<file path="src/hdl/dtc_pkg.sv">
package dtc_pkg;
    // register offsets on the special-function register port
    localparam logic [7:0] DTC_ADDR_CTRL   = 8'h88;
    localparam logic [7:0] DTC_ADDR_MODE   = 8'h89;
    localparam logic [7:0] DTC_ADDR_T0_LOW = 8'h8a;
    localparam logic [7:0] DTC_ADDR_T1_LOW = 8'h8b;
    localparam logic [7:0] DTC_ADDR_T0_HI  = 8'h8c;
    localparam logic [7:0] DTC_ADDR_T1_HI  = 8'h8d;
    // control register bit positions
    localparam int DTC_CTRL_T1_OVF = 7;
    localparam int DTC_CTRL_T1_RUN = 6;
    localparam int DTC_CTRL_T0_OVF = 5;
    localparam int DTC_CTRL_T0_RUN = 4;
    localparam int DTC_CTRL_X1_FLG = 3;
    localparam int DTC_CTRL_X1_TYP = 2;
    localparam int DTC_CTRL_X0_FLG = 1;
    localparam int DTC_CTRL_X0_TYP = 0;
    // mode register bit positions
    localparam int DTC_MODE_T1_GATE = 7;
    localparam int DTC_MODE_T1_SRC  = 6;
    localparam int DTC_MODE_T1_M_HI = 5;
    localparam int DTC_MODE_T1_M_LO = 4;
    localparam int DTC_MODE_T0_GATE = 3;
    localparam int DTC_MODE_T0_SRC  = 2;
    localparam int DTC_MODE_T0_M_HI = 1;
    localparam int DTC_MODE_T0_M_LO = 0;
    // reset values
    localparam logic [7:0] DTC_RST_CTRL = 8'h00;
    localparam logic [7:0] DTC_RST_MODE = 8'h00;
    localparam logic [7:0] DTC_RST_BYTE = 8'h00;
    // peripheral cycle: six clock periods per count tick
    localparam int         DTC_TICK_PERIODS = 6;
    localparam logic [2:0] DTC_TICK_LAST    = 3'(DTC_TICK_PERIODS - 1);
    // prescaler width in mode 00
    localparam int         DTC_PRESC_BITS   = 5;
    localparam logic [7:0] DTC_PRESC_MASK   = 8'h1f;
    // operating modes of a unit
    typedef enum logic [1:0] {
        DTC_MODE_PRESC  = 2'h0,
        DTC_MODE_WIDE   = 2'h1,
        DTC_MODE_RELOAD = 2'h2,
        DTC_MODE_SPLIT  = 2'h3
    } dtc_mode_t;
endpackage

</file>
<file path="src/hdl/dtc_top.sv">
`timescale 1ns/1ps
`default_nettype none
// Notes on behaviour
// - unit one rollover sets control bit 7 unless unit zero is in mode 11
// - unit zero rollover sets control bit 5
// - overflow flag clears on interrupt vectoring
// - control bit 6 runs unit one, or unit zero's high byte in mode 11
// - control bit 4 runs unit zero
// - irq one condition sets control bit 3
// - irq zero condition sets control bit 1
// - irq flag clears on service if edge
// - bit 2: zero low-level, one falling-edge
// - bit 0: zero low-level, one falling-edge
// - unit one gate needs irq-one pin high
// - unit zero gate needs irq-zero pin high
// - mode bit 6 picks unit one source
// - mode bit 2 picks unit zero source
// - unit one modes: presc, wide, reload, halt
// - unit one reload low byte from high
// - unit zero mode 00 prescaled high byte
// - unit zero reload low byte from high
// - unit zero mode 11 splits two timers
// - reset clears unit zero count bytes
// - timer ticks once per six clocks
// - counter samples pin, counts high-then-low
// - low overflow steps high, high sets flag
// - prescaler is low five bits, modulo 32
module dtc_top
    import dtc_pkg::*;
(
    input  wire logic       i_clk,
    input  wire logic       i_srst,
    input  wire logic [7:0] i_addr,          // register address
    input  wire logic       i_wr,            // register write strobe
    input  wire logic [7:0] i_wdata,         // register write data
    output logic      [7:0] o_rdata,         // register read data
    input  wire logic       i_ack_unit_one,  // vectoring to unit one
    input  wire logic       i_ack_unit_zero, // vectoring to unit zero
    input  wire logic       i_ack_irq_one,   // irq one serviced
    input  wire logic       i_ack_irq_zero,  // irq zero serviced
    input  wire logic       i_ext_irq_zero_pin,    // active-low pin
    input  wire logic       i_ext_irq_one_pin,     // active-low pin
    input  wire logic       i_unit_zero_count_pin, // event input
    input  wire logic       i_unit_one_count_pin,  // event input
    output logic            o_unit_zero_overflow_flag,
    output logic            o_unit_one_overflow_flag,
    output logic            o_ext_irq_zero_flag,
    output logic            o_ext_irq_one_flag,
    output logic            o_unit_one_ovf_pulse  // e.g. baud source
);
    logic [7:0] timer_control_flags;  // control and flags
    logic [7:0] timer_mode_select;    // gating, source, modes
    logic [7:0] timer_zero_low_byte;
    logic [7:0] timer_zero_high_byte;
    logic [7:0] timer_one_low_byte;
    logic [7:0] timer_one_high_byte;

    // two-stage synchronisers for the four pins
    logic [3:0] pin_meta;   // first stage, read only by second
    logic [3:0] pin_sync;   // second stage, safe to use
    always_ff @(posedge i_clk)
    begin
        if (i_srst)
        begin
            pin_meta <= 4'hf;
            pin_sync <= 4'hf;
        end
        else
        begin
            pin_meta <= {i_unit_one_count_pin, i_unit_zero_count_pin,
                         i_ext_irq_one_pin, i_ext_irq_zero_pin};
            pin_sync <= pin_meta;
        end
    end

    logic irq0_pin;   // synchronised irq zero pin
    logic irq1_pin;   // synchronised irq one pin
    logic cnt0_pin;   // synchronised unit zero count pin
    logic cnt1_pin;   // synchronised unit one count pin
    assign irq0_pin = pin_sync[0];
    assign irq1_pin = pin_sync[1];
    assign cnt0_pin = pin_sync[2];
    assign cnt1_pin = pin_sync[3];

    // peripheral cycle divider: one tick every six clocks
    logic [2:0] tick_cnt;  // position inside the peripheral cycle
    logic       tick;      // one-cycle tick
    always_ff @(posedge i_clk)
    begin
        if (i_srst || tick_cnt == DTC_TICK_LAST)
            tick_cnt <= 3'h0;
        else
            tick_cnt <= 3'(tick_cnt + 3'h1);
    end
    assign tick = (tick_cnt == DTC_TICK_LAST);

    // pin samples taken once per peripheral cycle
    logic [3:0] samp_now;   // this peripheral cycle's samples
    logic [3:0] samp_prev;  // previous peripheral cycle's samples
    always_ff @(posedge i_clk)
    begin
        if (i_srst)
        begin
            samp_now  <= 4'hf;
            samp_prev <= 4'hf;
        end
        else if (tick)
        begin
            samp_now  <= pin_sync;
            samp_prev <= samp_now;
        end
    end

    // falling edges seen between consecutive samples, acted on at tick
    logic fall_cnt0;  // unit zero count pin fell
    logic fall_cnt1;  // unit one count pin fell
    logic fall_irq0;  // irq zero pin fell
    logic fall_irq1;  // irq one pin fell
    assign fall_cnt0 = tick && samp_prev[2] && !samp_now[2];
    assign fall_cnt1 = tick && samp_prev[3] && !samp_now[3];
    assign fall_irq0 = tick && samp_prev[0] && !samp_now[0];
    assign fall_irq1 = tick && samp_prev[1] && !samp_now[1];

    // decoded control fields
    logic      run0;    // unit zero run
    logic      run1;    // unit one run
    logic      unit_zero_pin_gating;   // unit zero pin gating
    logic      unit_one_pin_gating;   // unit one pin gating
    logic      src0;    // unit zero counts pin events
    logic      src1;    // unit one counts pin events
    dtc_mode_t mode0;   // unit zero mode
    dtc_mode_t mode1;   // unit one mode
    assign run0  = timer_control_flags[DTC_CTRL_T0_RUN];
    assign run1  = timer_control_flags[DTC_CTRL_T1_RUN];
    assign unit_zero_pin_gating = timer_mode_select[DTC_MODE_T0_GATE];
    assign unit_one_pin_gating = timer_mode_select[DTC_MODE_T1_GATE];
    assign src0  = timer_mode_select[DTC_MODE_T0_SRC];
    assign src1  = timer_mode_select[DTC_MODE_T1_SRC];
    assign mode0 = dtc_mode_t'({timer_mode_select[DTC_MODE_T0_M_HI],
                                timer_mode_select[DTC_MODE_T0_M_LO]});
    assign mode1 = dtc_mode_t'({timer_mode_select[DTC_MODE_T1_M_HI],
                                timer_mode_select[DTC_MODE_T1_M_LO]});

    // enables: run bit, optionally qualified by the irq pin level
    logic en0;       // unit zero may count
    logic en1;       // unit one may count
    logic split0;    // unit zero in split mode
    assign en0    = run0 && (!unit_zero_pin_gating || irq0_pin);
    assign split0 = (mode0 == DTC_MODE_SPLIT);

    // in split mode unit one loses its run bit to unit zero's high byte,
    // so unit one then runs free unless halted by its own mode 11
    assign en1 = split0 ? 1'b1
                        : (run1 && (!unit_one_pin_gating || irq1_pin));

    // count events per unit
    logic inc0_low;    // unit zero low byte step
    logic inc0_high;   // unit zero high byte step in split mode
    logic inc1_low;    // unit one low byte step
    assign inc0_low  = en0 && (src0 ? fall_cnt0 : tick);
    assign inc0_high = split0 && run1 && tick;
    assign inc1_low  = en1 && (mode1 != DTC_MODE_SPLIT)
                       && (src1 ? fall_cnt1 : tick);

    // register write strobes
    logic wr_ctrl;
    logic wr_mode;
    assign wr_ctrl = i_wr && (i_addr == DTC_ADDR_CTRL);
    assign wr_mode = i_wr && (i_addr == DTC_ADDR_MODE);

    logic ovf0;       // unit zero overflow pulse
    logic ovf1;       // unit one overflow pulse
    logic ovf0_high;  // unit zero high byte wrap in split mode
    logic ovf0_low;   // unit zero low byte overflow (drives unit zero flag in split mode)

    // unit zero bytes; reset clears both
    dtc_unit u_unit_zero (
        .i_clk       (i_clk),
        .i_srst      (i_srst),
        .i_rst_bytes (1'b0),
        .i_mode      (mode0),
        .i_low_inc   (inc0_low),
        .i_high_inc  (inc0_high),
        .i_split     (split0),
        .i_wr_low    (i_wr && (i_addr == DTC_ADDR_T0_LOW)),
        .i_wr_high   (i_wr && (i_addr == DTC_ADDR_T0_HI)),
        .i_wdata     (i_wdata),
        .o_low       (timer_zero_low_byte),
        .o_high      (timer_zero_high_byte),
        .o_low_ovf   (ovf0_low),
        .o_ovf       (ovf0_high)
    );

    // unit one bytes; never split
    dtc_unit u_unit_one (
        .i_clk       (i_clk),
        .i_srst      (i_srst),
        .i_rst_bytes (1'b0),
        .i_mode      (mode1),
        .i_low_inc   (inc1_low),
        .i_high_inc  (1'b0),
        .i_split     (1'b0),
        .i_wr_low    (i_wr && (i_addr == DTC_ADDR_T1_LOW)),
        .i_wr_high   (i_wr && (i_addr == DTC_ADDR_T1_HI)),
        .i_wdata     (i_wdata),
        .o_low       (timer_one_low_byte),
        .o_high      (timer_one_high_byte),
        .o_low_ovf   (),
        .o_ovf       (ovf1)
    );

    // split mode: low byte overflow drives unit zero flag,
    // high byte overflow borrows unit one's flag
    assign ovf0 = split0 ? ovf0_low : ovf0_high;

    logic set_tf1;  // unit one flag set source
    assign set_tf1 = split0 ? ovf0_high : ovf1;
    assign o_unit_one_ovf_pulse = ovf1;

    // external interrupt conditions by type
    logic x0_cond;  // irq zero condition seen
    logic x1_cond;  // irq one condition seen
    assign x0_cond = timer_control_flags[DTC_CTRL_X0_TYP]
                     ? fall_irq0 : !irq0_pin;
    assign x1_cond = timer_control_flags[DTC_CTRL_X1_TYP]
                     ? fall_irq1 : !irq1_pin;

    // control register: software writes, hardware sets win over clears
    always_ff @(posedge i_clk)
    begin
        if (i_srst)
            timer_control_flags <= DTC_RST_CTRL;
        else
        begin
            // plain software write of all bits first
            if (wr_ctrl)
                timer_control_flags <= i_wdata;
            // hardware clears on vectoring and service
            if (i_ack_unit_one)
                timer_control_flags[DTC_CTRL_T1_OVF] <= 1'b0;
            if (i_ack_unit_zero)
                timer_control_flags[DTC_CTRL_T0_OVF] <= 1'b0;
            if (i_ack_irq_one && timer_control_flags[DTC_CTRL_X1_TYP])
                timer_control_flags[DTC_CTRL_X1_FLG] <= 1'b0;
            if (i_ack_irq_zero && timer_control_flags[DTC_CTRL_X0_TYP])
                timer_control_flags[DTC_CTRL_X0_FLG] <= 1'b0;
            // hardware sets last so an event beats any clear
            if (set_tf1)
                timer_control_flags[DTC_CTRL_T1_OVF] <= 1'b1;
            if (ovf0)
                timer_control_flags[DTC_CTRL_T0_OVF] <= 1'b1;
            if (x1_cond)
                timer_control_flags[DTC_CTRL_X1_FLG] <= 1'b1;
            if (x0_cond)
                timer_control_flags[DTC_CTRL_X0_FLG] <= 1'b1;
        end
    end

    // mode register; changes are only safe with the unit stopped
    always_ff @(posedge i_clk)
    begin
        if (i_srst)
            timer_mode_select <= DTC_RST_MODE;
        else if (wr_mode)
            timer_mode_select <= i_wdata;
    end

    // read mux registered; unmapped addresses read zero
    always_ff @(posedge i_clk)
    begin
        if (i_srst)
            o_rdata <= 8'h00;
        else
        begin
            case (i_addr)
                DTC_ADDR_CTRL:   o_rdata <= timer_control_flags;
                DTC_ADDR_MODE:   o_rdata <= timer_mode_select;
                DTC_ADDR_T0_LOW: o_rdata <= timer_zero_low_byte;
                DTC_ADDR_T0_HI:  o_rdata <= timer_zero_high_byte;
                DTC_ADDR_T1_LOW: o_rdata <= timer_one_low_byte;
                DTC_ADDR_T1_HI:  o_rdata <= timer_one_high_byte;
                default:         o_rdata <= 8'h00;
            endcase
        end
    end

    // flags straight from the control register
    assign o_unit_one_overflow_flag  = timer_control_flags[DTC_CTRL_T1_OVF];
    assign o_unit_zero_overflow_flag = timer_control_flags[DTC_CTRL_T0_OVF];
    assign o_ext_irq_one_flag        = timer_control_flags[DTC_CTRL_X1_FLG];
    assign o_ext_irq_zero_flag       = timer_control_flags[DTC_CTRL_X0_FLG];
endmodule // dtc_top
`default_nettype wire

</file>
<file path="src/hdl/dtc_unit.sv">
`timescale 1ns/1ps
`default_nettype none
// one count unit: low and high byte, mode-dependent cascading
module dtc_unit
    import dtc_pkg::*;
(
    input  wire logic       i_clk,
    input  wire logic       i_srst,
    input  wire logic       i_rst_bytes,  // clear bytes on reset
    input  wire dtc_mode_t  i_mode,       // operating mode
    input  wire logic       i_low_inc,    // advance low byte
    input  wire logic       i_high_inc,   // advance high byte alone
    input  wire logic       i_split,      // high byte counts alone
    input  wire logic       i_wr_low,     // software write low byte
    input  wire logic       i_wr_high,    // software write high byte
    input  wire logic [7:0] i_wdata,      // write data
    output logic      [7:0] o_low,        // low count byte
    output logic      [7:0] o_high,       // high count byte
    output logic            o_low_ovf,    // low byte overflow pulse
    output logic            o_ovf         // unit overflow pulse
);
    logic low_wrap;   // low byte (or prescaler) wraps this cycle
    logic high_step;  // high byte advances this cycle
    logic high_wrap;  // high byte wraps this cycle

    // wrap detection depends on the mode
    always_comb
    begin
        if (i_mode == DTC_MODE_PRESC)
            low_wrap = i_low_inc &&
                       ((o_low & DTC_PRESC_MASK) == DTC_PRESC_MASK);
        else
            low_wrap = i_low_inc && (o_low == 8'hff);
        // cascade only in modes 00 and 01
        if (i_split)
            high_step = i_high_inc;
        else
            high_step = low_wrap && ((i_mode == DTC_MODE_PRESC) ||
                                     (i_mode == DTC_MODE_WIDE));
        high_wrap = high_step && (o_high == 8'hff);
    end

    // overflow pulses toward the flag logic
    always_comb
    begin
        o_low_ovf = low_wrap;
        if (i_split)
            o_ovf = high_wrap;
        else if (i_mode == DTC_MODE_RELOAD)
            o_ovf = low_wrap;
        else
            o_ovf = high_wrap;
    end

    // low byte: software write wins over counting
    always_ff @(posedge i_clk)
    begin
        if (i_srst || i_rst_bytes)
            o_low <= DTC_RST_BYTE;
        else if (i_wr_low)
            o_low <= i_wdata;
        else if (i_low_inc)
        begin
            if (i_mode == DTC_MODE_PRESC)
                // upper three bits hold still, prescaler wraps at 32
                o_low <= {o_low[7:DTC_PRESC_BITS],
                          5'(o_low[4:0] + 5'h01)};
            else if (i_mode == DTC_MODE_RELOAD && low_wrap)
                o_low <= o_high;
            else
                o_low <= 8'(o_low + 8'h01);
        end
    end

    // high byte: reload leaves it untouched
    always_ff @(posedge i_clk)
    begin
        if (i_srst || i_rst_bytes)
            o_high <= DTC_RST_BYTE;
        else if (i_wr_high)
            o_high <= i_wdata;
        else if (high_step)
            o_high <= 8'(o_high + 8'h01);
    end
endmodule // dtc_unit
`default_nettype wire

</file>
<file path="config.mk">
export PLATFORM = sky130hd
export DESIGN_NAME = dtc_top
export DESIGN_NICKNAME = d
export VERILOG_FILES = /design/src/hdl/dtc_pkg.sv /design/src/hdl/dtc_top.sv /design/src/hdl/dtc_unit.sv
export SDC_FILE = /design/constraint.sdc
export NUM_CORES = 1
export LEC_CHECK = 0
export BUFFER_PORTS_ARGS = -buffer_cell sky130_fd_sc_hd__buf_2
export CORE_ASPECT_RATIO = 0.6
export CORE_MARGIN = 3
export CORE_UTILIZATION = 50
export CTS_BUF_LIST = sky130_fd_sc_hd__clkbuf_4
export CTS_CLUSTER_DIAMETER = 100
export DETAILED_ROUTE_END_ITERATION = 10
export PLACE_DENSITY = 0.72
export RECOVER_POWER = 25
export SLEW_MARGIN = 20
export SYNTH_ARGS = -nofsm -noshare
export SYNTH_HDL_FRONTEND = slang
export SYNTH_SLANG_ARGS = --single-unit
</file>
<file path="constraint.sdc">
create_clock -name i_clk -period 2.7 [get_ports i_clk]
set_input_delay 0.135 -clock i_clk [delete_from_list [all_inputs] [get_ports i_clk]]
set_output_delay 0.135 -clock i_clk [all_outputs]
set_load 0.01 [all_outputs]
</file>
==> out/metrics.cfg, run 1 <==
[outcome]
outcome=complete, no violations

[hold_path]
hold_start=i_wdata[7]
hold_depth=3
hp-class=in2reg
holdPathEnd=u_unit_one.o_high[7]$_SDFFE_PP0P_

[route]
drt-pass1-iter-count=5
drc=0
num_vias=4237
wire_per_inst_um=20.1
drt-total-wl_um=13400
dr.first_iter.drc_count=456
vias_per_cell=6.34
ant_nets=0

[cells_and_area]
final_common_cell=dfxtp_1
nNetsFinal=590
drive_gt1_share_pct=19.1
antenna_cells=0
area_delta_synth_final_pct=16.2
layout.cells.non_filler=668
final_cell_mix=71 x dfxtp_1, 52 x nor2_1, 44 x nand2_1

[timing]
tightest_slew_ns=1.23
fin_setup_tns_ns=0
period_needed_ns=2.61
max_freq_ghz=0.383
whs_ns=0.0420
report.final.slew_viol_count=0
finalClockSkew_ns=0.0230
finalCritPeriodShare_pct=96.7
setup_viol=0
relSlewSlack_pct=18.0
hold_viol=0

[yosys]
async_reset_ff_share_pct=0
synth_fp_nets=536
syn_avg_cell_area_um2=8.45
synth_seq_cells=75
synth-edff-count=0
yosysTopAreaCellShare_pct=35.5
synth_warnings=0
synth_seq_area_share_pct=35.5
yosys-top-cells-area=dfxtp_1 35%, mux2i_1 6.4%, nor2_1 4.6%
synthCells=501
ys_types=58
synth_top_area_cell=dfxtp_1
synthFlopType=dfxtp_1
synth_area_mm2=0.00423

[clocking]
clk_latency_ns=0.46
clock_tree.root_cell=clkbuf_4
cts_max_path_buffers=2
cts_tree=built
cts.clk_slew.worst_paths_ns=0.14
cts.sinks=75
cts_max_level=3
numCtsBuffers=9

[critical_path]
reg2reg_depth=9
crit_buf_inv=1
rrSetupSlack_ns=0.09
critPathMaxFanout=6
arrival_ns=2.48
cpPeakStageDelay_ns=0.57
critPathLaunchType=flip-flop
critical_path.cell_chain=ha_4, and3_4, ha_2, nor2b_4, a31oi_1, or4_4, o31ai_4, buf_2
critical_path.top_delay_family=simple AND/OR/NAND/NOR gates
crit_type=reg2out
regToRegEndpoint=u_unit_one.o_high[6]$_SDFFE_PP0P_
worst_ep_required_time_ns=2.57
rr_startpoint=u_unit_one.o_low[0]$_SDFFE_PP0P_
end_kind=output pin
critPathSlowestCell=or4_4

[power_and_ir_drop]
swShare_pct=27.5
switchingPower_w=0.000561
power.density_mw_per_mm2=415
total_leakage_power_nw=1.91
pwr-share-comb_pct=7.3
pwr-share-clk_pct=37.1
ir_drop_v=0.000246
p_int_w=0.00148
pwr-share-seq_pct=55.6

[placement]
io_buffers=39
gp_congestion=1.00
dp.cells=639
dp_hpwl_um=9660

[floorplan]
placement_rows=25
io_pins=40
die_h_um=77.3
initial_utilization_pct=52.7
core_mm2=0.00804
die-area_mm2=0.00964
die_width_um=125

[grt]
grt_antenna_before_repair=0
grt_max_degree=27
grtUsageTotal_pct=28.4
grt_overflow=0
grt_pass1_vias=3847
grt_pass1_wl_um=21300

[flow_run]
maxCapViolations=0

cells in the mapped netlist, types with 3 or more instances:
| cell | n |
|---|---|
| nor2_1 | 52 |
| o21ai_0 | 23 |
| nor2b_1 | 7 |
| and3_1 | 13 |
| nand4b_1 | 4 |
| or2_2 | 9 |
| a311oi_1 | 9 |
| a31oi_1 | 9 |
| a21oi_1 | 15 |
| clkbuf_1 | 24 |
| a2bb2oi_1 | 3 |
| a211oi_1 | 6 |
| nand4_1 | 9 |
| mux4_2 | 7 |
| nor4_1 | 5 |
| mux2i_1 | 27 |
| a211o_1 | 4 |
| or4_1 | 8 |
| ha_1 | 8 |
| o22ai_1 | 5 |
| xnor2_1 | 3 |
| nand2_1 | 44 |
| nor3_1 | 6 |
| o21a_1 | 5 |
| nand2b_1 | 5 |
| mux2_2 | 10 |
| a2111oi_0 | 3 |
| or3_1 | 9 |
| o31ai_1 | 6 |
| nand3_1 | 27 |
| a22oi_1 | 10 |
| inv_1 | 14 |
| and4_1 | 3 |
| nor3b_1 | 6 |
| dfxtp_1 | 75 |
flip-flops by register name, indices dropped and copies added, names as in the netlist:
register and cells:
o_rdata 8, pin_meta 4, pin_sync 4, samp_now 4, samp_prev 4, tick_cnt 3
timer_control_flags 8, timer_mode_select 8, u_unit_one.o_high 8, u_unit_one.o_low 8, u_unit_zero.o_high 8, u_unit_zero.o_low 8
area by class of cell:
type | count | area, um^2
Tap cell | 108 | 135
Fill cell | 735 | 3120
Clock inverter | 7 | 83.8
Inverter | 14 | 52.6
Clock buffer | 9 | 67.6
Multi-Input combinational cell | 384 | 2620
Sequential cell | 75 | 1510
Timing Repair Buffer | 71 | 448
repair_timing:
item | CTS | global route
hold buffers | 10 | 1
resized for setup | 5 | 11
setup endpoints to repair | 1 | 2
hold endpoints to repair | 11 | 1
buffers inserted | 0 | 2
pin swaps | 0 | 3
worst max-delay path by stage:
stage                                     startpoint                                end  slack, ns  cells past startpoint
floorplan                     tick_cnt[0]$_SDFF_PP0_  u_unit_one.o_high[6]$_SDFFE_PP0P_       0.32                      7
finish              u_unit_one.o_low[0]$_SDFFE_PP0P_               o_unit_one_ovf_pulse       0.09                      8
global route        u_unit_one.o_low[0]$_SDFFE_PP0P_               o_unit_one_ovf_pulse      -0.02                      8
CTS                           tick_cnt[0]$_SDFF_PP0_               o_unit_one_ovf_pulse      0.007                      6
global placement    u_unit_one.o_low[0]$_SDFFE_PP0P_  u_unit_one.o_high[6]$_SDFFE_PP0P_       0.30                      8
detailed placement  u_unit_one.o_low[1]$_SDFFE_PP0P_  u_unit_one.o_high[6]$_SDFFE_PP0P_       0.19                      8
logic make-up after synthesis:
logic type / after synthesis / share of synthesized area [%]
mux: 44 / 12.8
fa+ha+maj: 8 / 2.36
xor+xnor: 5 / 1.03
flops: 75 / 35.5
simple gates: 216 / 26.5
compound gates: 111 / 18.0
buf+inv: 42 / 3.84
power by group through the flow:
| stage | clock network [W] | registers (W) | logic (W) |
|---|---|---|---|
| after floorplan | 0 | 0.00116 | 0.0000702 |
| after global placement | 0 | 0.00116 | 0.000130 |
| after detailed placement | 0 | 0.00116 | 0.000133 |
| after CTS | 0.000775 | 0.00114 | 0.000145 |
| after global routing | 0.000831 | 0.00114 | 0.000162 |
| final | 0.000756 | 0.00113 | 0.000149 |
worst min-delay path: stages:
cell     delay [ns]
buf_2          0.18
nand2_1        0.08
o21ai_0        0.06
metal layers:
metal  GRT usage, %  wire length [um]  part of all wire (%)
met1           40.5              6180                    46
met2           39.1              5470                    41
met3           12.4              1580                    12
met4           6.67               171                   1.3
met5              0                 0                     0
metrics by stage:
step           cell area [um^2]  power, W  setup slack (ns)  utilization, %
2_1_floorplan              4230   0.00123             0.318               -
3_3_place_gp               4600   0.00129             0.299            57.2
3_5_place_dp               4600   0.00129             0.186            57.2
4_1_cts                    4870   0.00205           0.00736            60.5
5_1_grt                    4920   0.00213           -0.0153            61.2
6_report                   4920   0.00204            0.0893            61.2
No activity file was read; power rests on OpenSTA's default activity.
==> inputs of run 2 (changes only) <==
--- a/config.mk
+++ b/config.mk
@@ -12,6 +12,7 @@
 export CTS_BUF_LIST = sky130_fd_sc_hd__clkbuf_4
 export CTS_CLUSTER_DIAMETER = 100
 export DETAILED_ROUTE_END_ITERATION = 10
+export GPL_TIMING_DRIVEN = 0
 export PLACE_DENSITY = 0.72
 export RECOVER_POWER = 25
 export SLEW_MARGIN = 20
==> run 2 against run 1 <==
Net effect: worst hold slack worse by 0.0070 ns; via count up 5.1%; sequential cell count unchanged; critical path depth up 1; non-clock buffer count up 9; cell count up 1.3%; design area up 1.7%; sequential power about the same; register-to-register slack worse by 0.05 ns; fmax down 2.7%; sequential share of layout area down 0.41 points; clock skew down 0.0032 ns; critical endpoint unchanged; largest power group unchanged.
==> out/metrics.cfg, run 2 (same netlist as run 1, synthesis figures left out) <==
[critical_path]
cpPeakStageDelay_ns=0.57  ; about the same
crit_cells=9  ; was 8
reg2reg_depth=10  ; was 9
arrival_ns=2.55  ; was 2.48 ns
critical_path.cell_chain=ha_4, and3_4, ha_4, nor2b_4, a31oi_4, or4_1, buf_6, o31ai_4, buf_2  ; was ha_4, and3_4, ha_2, nor2b_4, a31oi_1, or4_4, o31ai_4, buf_2
critical_path.top_delay_family=simple AND/OR/NAND/NOR gates  ; unchanged
crit_type=reg2out  ; unchanged
worst_ep_required_time_ns=2.57  ; about the same
rrSetupSlack_ns=0.04  ; was 0.09 ns
critPathLaunchType=flip-flop  ; unchanged
crit_buf_inv=2  ; was 1
critPathMaxFanout=3  ; was 6
startpoint=u_unit_one.o_low[1]$_SDFFE_PP0P_  ; was u_unit_one.o_low[0]$_SDFFE_PP0P_
critPathSlowestCell=or4_1  ; was or4_4
end_kind=output pin  ; unchanged
rr_startpoint=u_unit_one.o_low[1]$_SDFFE_PP0P_  ; was u_unit_one.o_low[0]$_SDFFE_PP0P_
crit_top_cell=ha_4
regToRegEndpoint=u_unit_one.o_high[6]$_SDFFE_PP0P_  ; unchanged
endpoint=o_unit_one_ovf_pulse  ; unchanged

[cells_and_area]
n_fill_cell=694  ; was 735
antenna_cells=0  ; unchanged
final_cell_mix=67 x dfxtp_1, 52 x nor2_1, 44 x nand2_1  ; was 71 x dfxtp_1, 52 x nor2_1, 44 x nand2_1
nNetsFinal=599  ; was 590
drive_gt1_share_pct=18.1  ; was 19.1%
final_common_cell=dfxtp_1  ; unchanged
finish.instance_area_mm2=0.00500  ; was 0.00492 mm^2
area_delta_synth_final_pct=18.1  ; was 16.2%

[route]
num_vias=4455  ; was 4237
drt-total-wl_um=14700  ; was 13400 um
wire_per_inst_um=21.7  ; was 20.1 um
drt-pass1-iter-count=5  ; unchanged
vias_per_cell=6.58  ; was 6.34
ant_nets=0  ; unchanged
dr.first_iter.drc_count=672  ; was 456
drc=0  ; unchanged

[timing]
rsz0062_at_grt=true
hold_viol=0  ; unchanged
fin_setup_tns_ns=0  ; unchanged
setup_viol=0  ; unchanged
fin_ws_ns=0.0160  ; was 0.0893 ns
tightest_slew_ns=0.921  ; was 1.23 ns
finalClockSkew_ns=0.0197  ; was 0.0230 ns
report.final.slew_viol_count=0  ; unchanged
finalCritPeriodShare_pct=99.4  ; was 96.7%
relSlewSlack_pct=38.1  ; was 18.0%
max_freq_ghz=0.373  ; was 0.383 GHz
period_needed_ns=2.68  ; was 2.61 ns
whs_ns=0.0351  ; was 0.0420 ns

[grt]
grt_overflow=0  ; unchanged
grt_pass1_wl_um=22600  ; was 21300 um
grt_max_degree=14  ; was 27
grt_pass1_vias=3943  ; was 3847
grtUsageTotal_pct=30.4  ; was 28.4%
grt_antenna_before_repair=0  ; unchanged

[hold_path]
hp-class=in2reg  ; unchanged

[clocking]
cts_max_path_buffers=2  ; unchanged
cts.clk_slew.worst_paths_ns=0.12  ; was 0.14 ns
numCtsBuffers=9  ; unchanged
cts_max_level=3  ; unchanged
clk_latency_ns=0.45  ; was 0.46 ns
cts_tree=built  ; unchanged
clock_tree.root_cell=clkbuf_4  ; unchanged
cts.sinks=75  ; unchanged

[placement]
post_dp_cell_area_mm2=0.00456  ; was 0.00460 mm^2
gp_congestion=1.04  ; was 1.00
io_buffers=38  ; was 39
post-place-ws_ns=-0.172  ; was 0.186 ns
dp_hpwl_um=10600  ; was 9660 um

[floorplan]
core_mm2=0.00804  ; unchanged
die_h_um=77.3  ; unchanged
initial_utilization_pct=52.7  ; unchanged
die_width_um=125  ; unchanged
placement_rows=25  ; unchanged
io_pins=40  ; unchanged
die-area_mm2=0.00964  ; unchanged

[power_and_ir_drop]
power.density_mw_per_mm2=437  ; was 415 mW/mm^2
total_leakage_power_nw=1.90  ; was 1.91 nW
ir_drop_v=0.000332  ; was 0.000246 V

[flow_run]
maxCapViolations=0  ; unchanged

[outcome]
outcome=complete, no violations  ; unchanged

==> run 2: changes by cell type in the layout (fill, tap and decap cells not counted), moves of 4 or more <==
| cell | change |
|---|---|
| clkbuf_1 | +24 |
| buf_4 | -10 |
| buf_2 | -4 |
| dfxtp_1 | -4 |
| dfxtp_2 | +4 |
| dlygate4sd3_1 | -4 |
==> run 2: per-stage QoR <==
step	utilization, %	std cells	power [W]
after floorplan	-	501	0.00123
after global placement	56.7	647	0.00129
after detailed placement	56.7	647	0.00130
after CTS	60.5	672	0.00218
after global routing	62.2	677	0.00225
final	62.2	677	0.00219
==> run 2: cell type report <==
class	count	area (um^2)	share of cell area, %
timing repair buffer	53	305	6.10
multi-input combinational	384	2690	53.8
clock buffer	9	67.6	1.35
inverter	14	52.6	1.05
tap	108	135	2.70
sequential	75	1520	30.3
clock inverter	7	116	2.33
buffer	27	116	2.33
==> run 2: where the power goes <==
part	leakage (nW)	internal (W)	switching (W)	total, W
clock network	0.0959	0.000467	0.000427	0.000893
registers	0.611	0.00112	0.0000137	0.00113
logic	1.20	0.0000606	0.0000988	0.000159
==> run 2: worst min-delay path by stage <==
stage | from | end | slack, ns | cells after the start
final | i_ack_irq_zero | timer_control_flags[1]$_SDFFE_PP0P_ | 0.04 | 3
after global routing | i_wdata[3] | u_unit_zero.o_low[3]$_SDFFE_PP0P_ | 0.02 | 3
after CTS | i_wdata[1] | u_unit_zero.o_low[1]$_SDFFE_PP0P_ | 0.005 | 3
after detailed placement | i_unit_one_count_pin | pin_meta[3]$_SDFF_PP1_ | 0.32 | 2
after global placement | i_unit_zero_count_pin | pin_meta[2]$_SDFF_PP1_ | 0.32 | 2
after floorplan | i_ext_irq_zero_pin | pin_meta[0]$_SDFF_PP1_ | 0.24 | 1
==> run 2: repair_timing <==
action / CTS / global route
endpoints found under the hold margin: 6 / 1
setup buffers: 3 / 5
hold buffers: 6 / 1
endpoints found under the setup margin: 4 / 13
resized for setup: 11 / 26
pin swaps: 1 / 3
==> run 2: worst min-delay path, stage by stage <==
cell	delay [ns]
buf_2	0.07
a21oi_1	0.05
o21a_1	0.18
==> run 2: per-layer routing <==
metal / wire length, um / track usage, %
met5: 0 / 0
met4: 287 / 7.44
met3: 2200 / 9.46
met2: 5740 / 40.9
met1: 6450 / 46.3
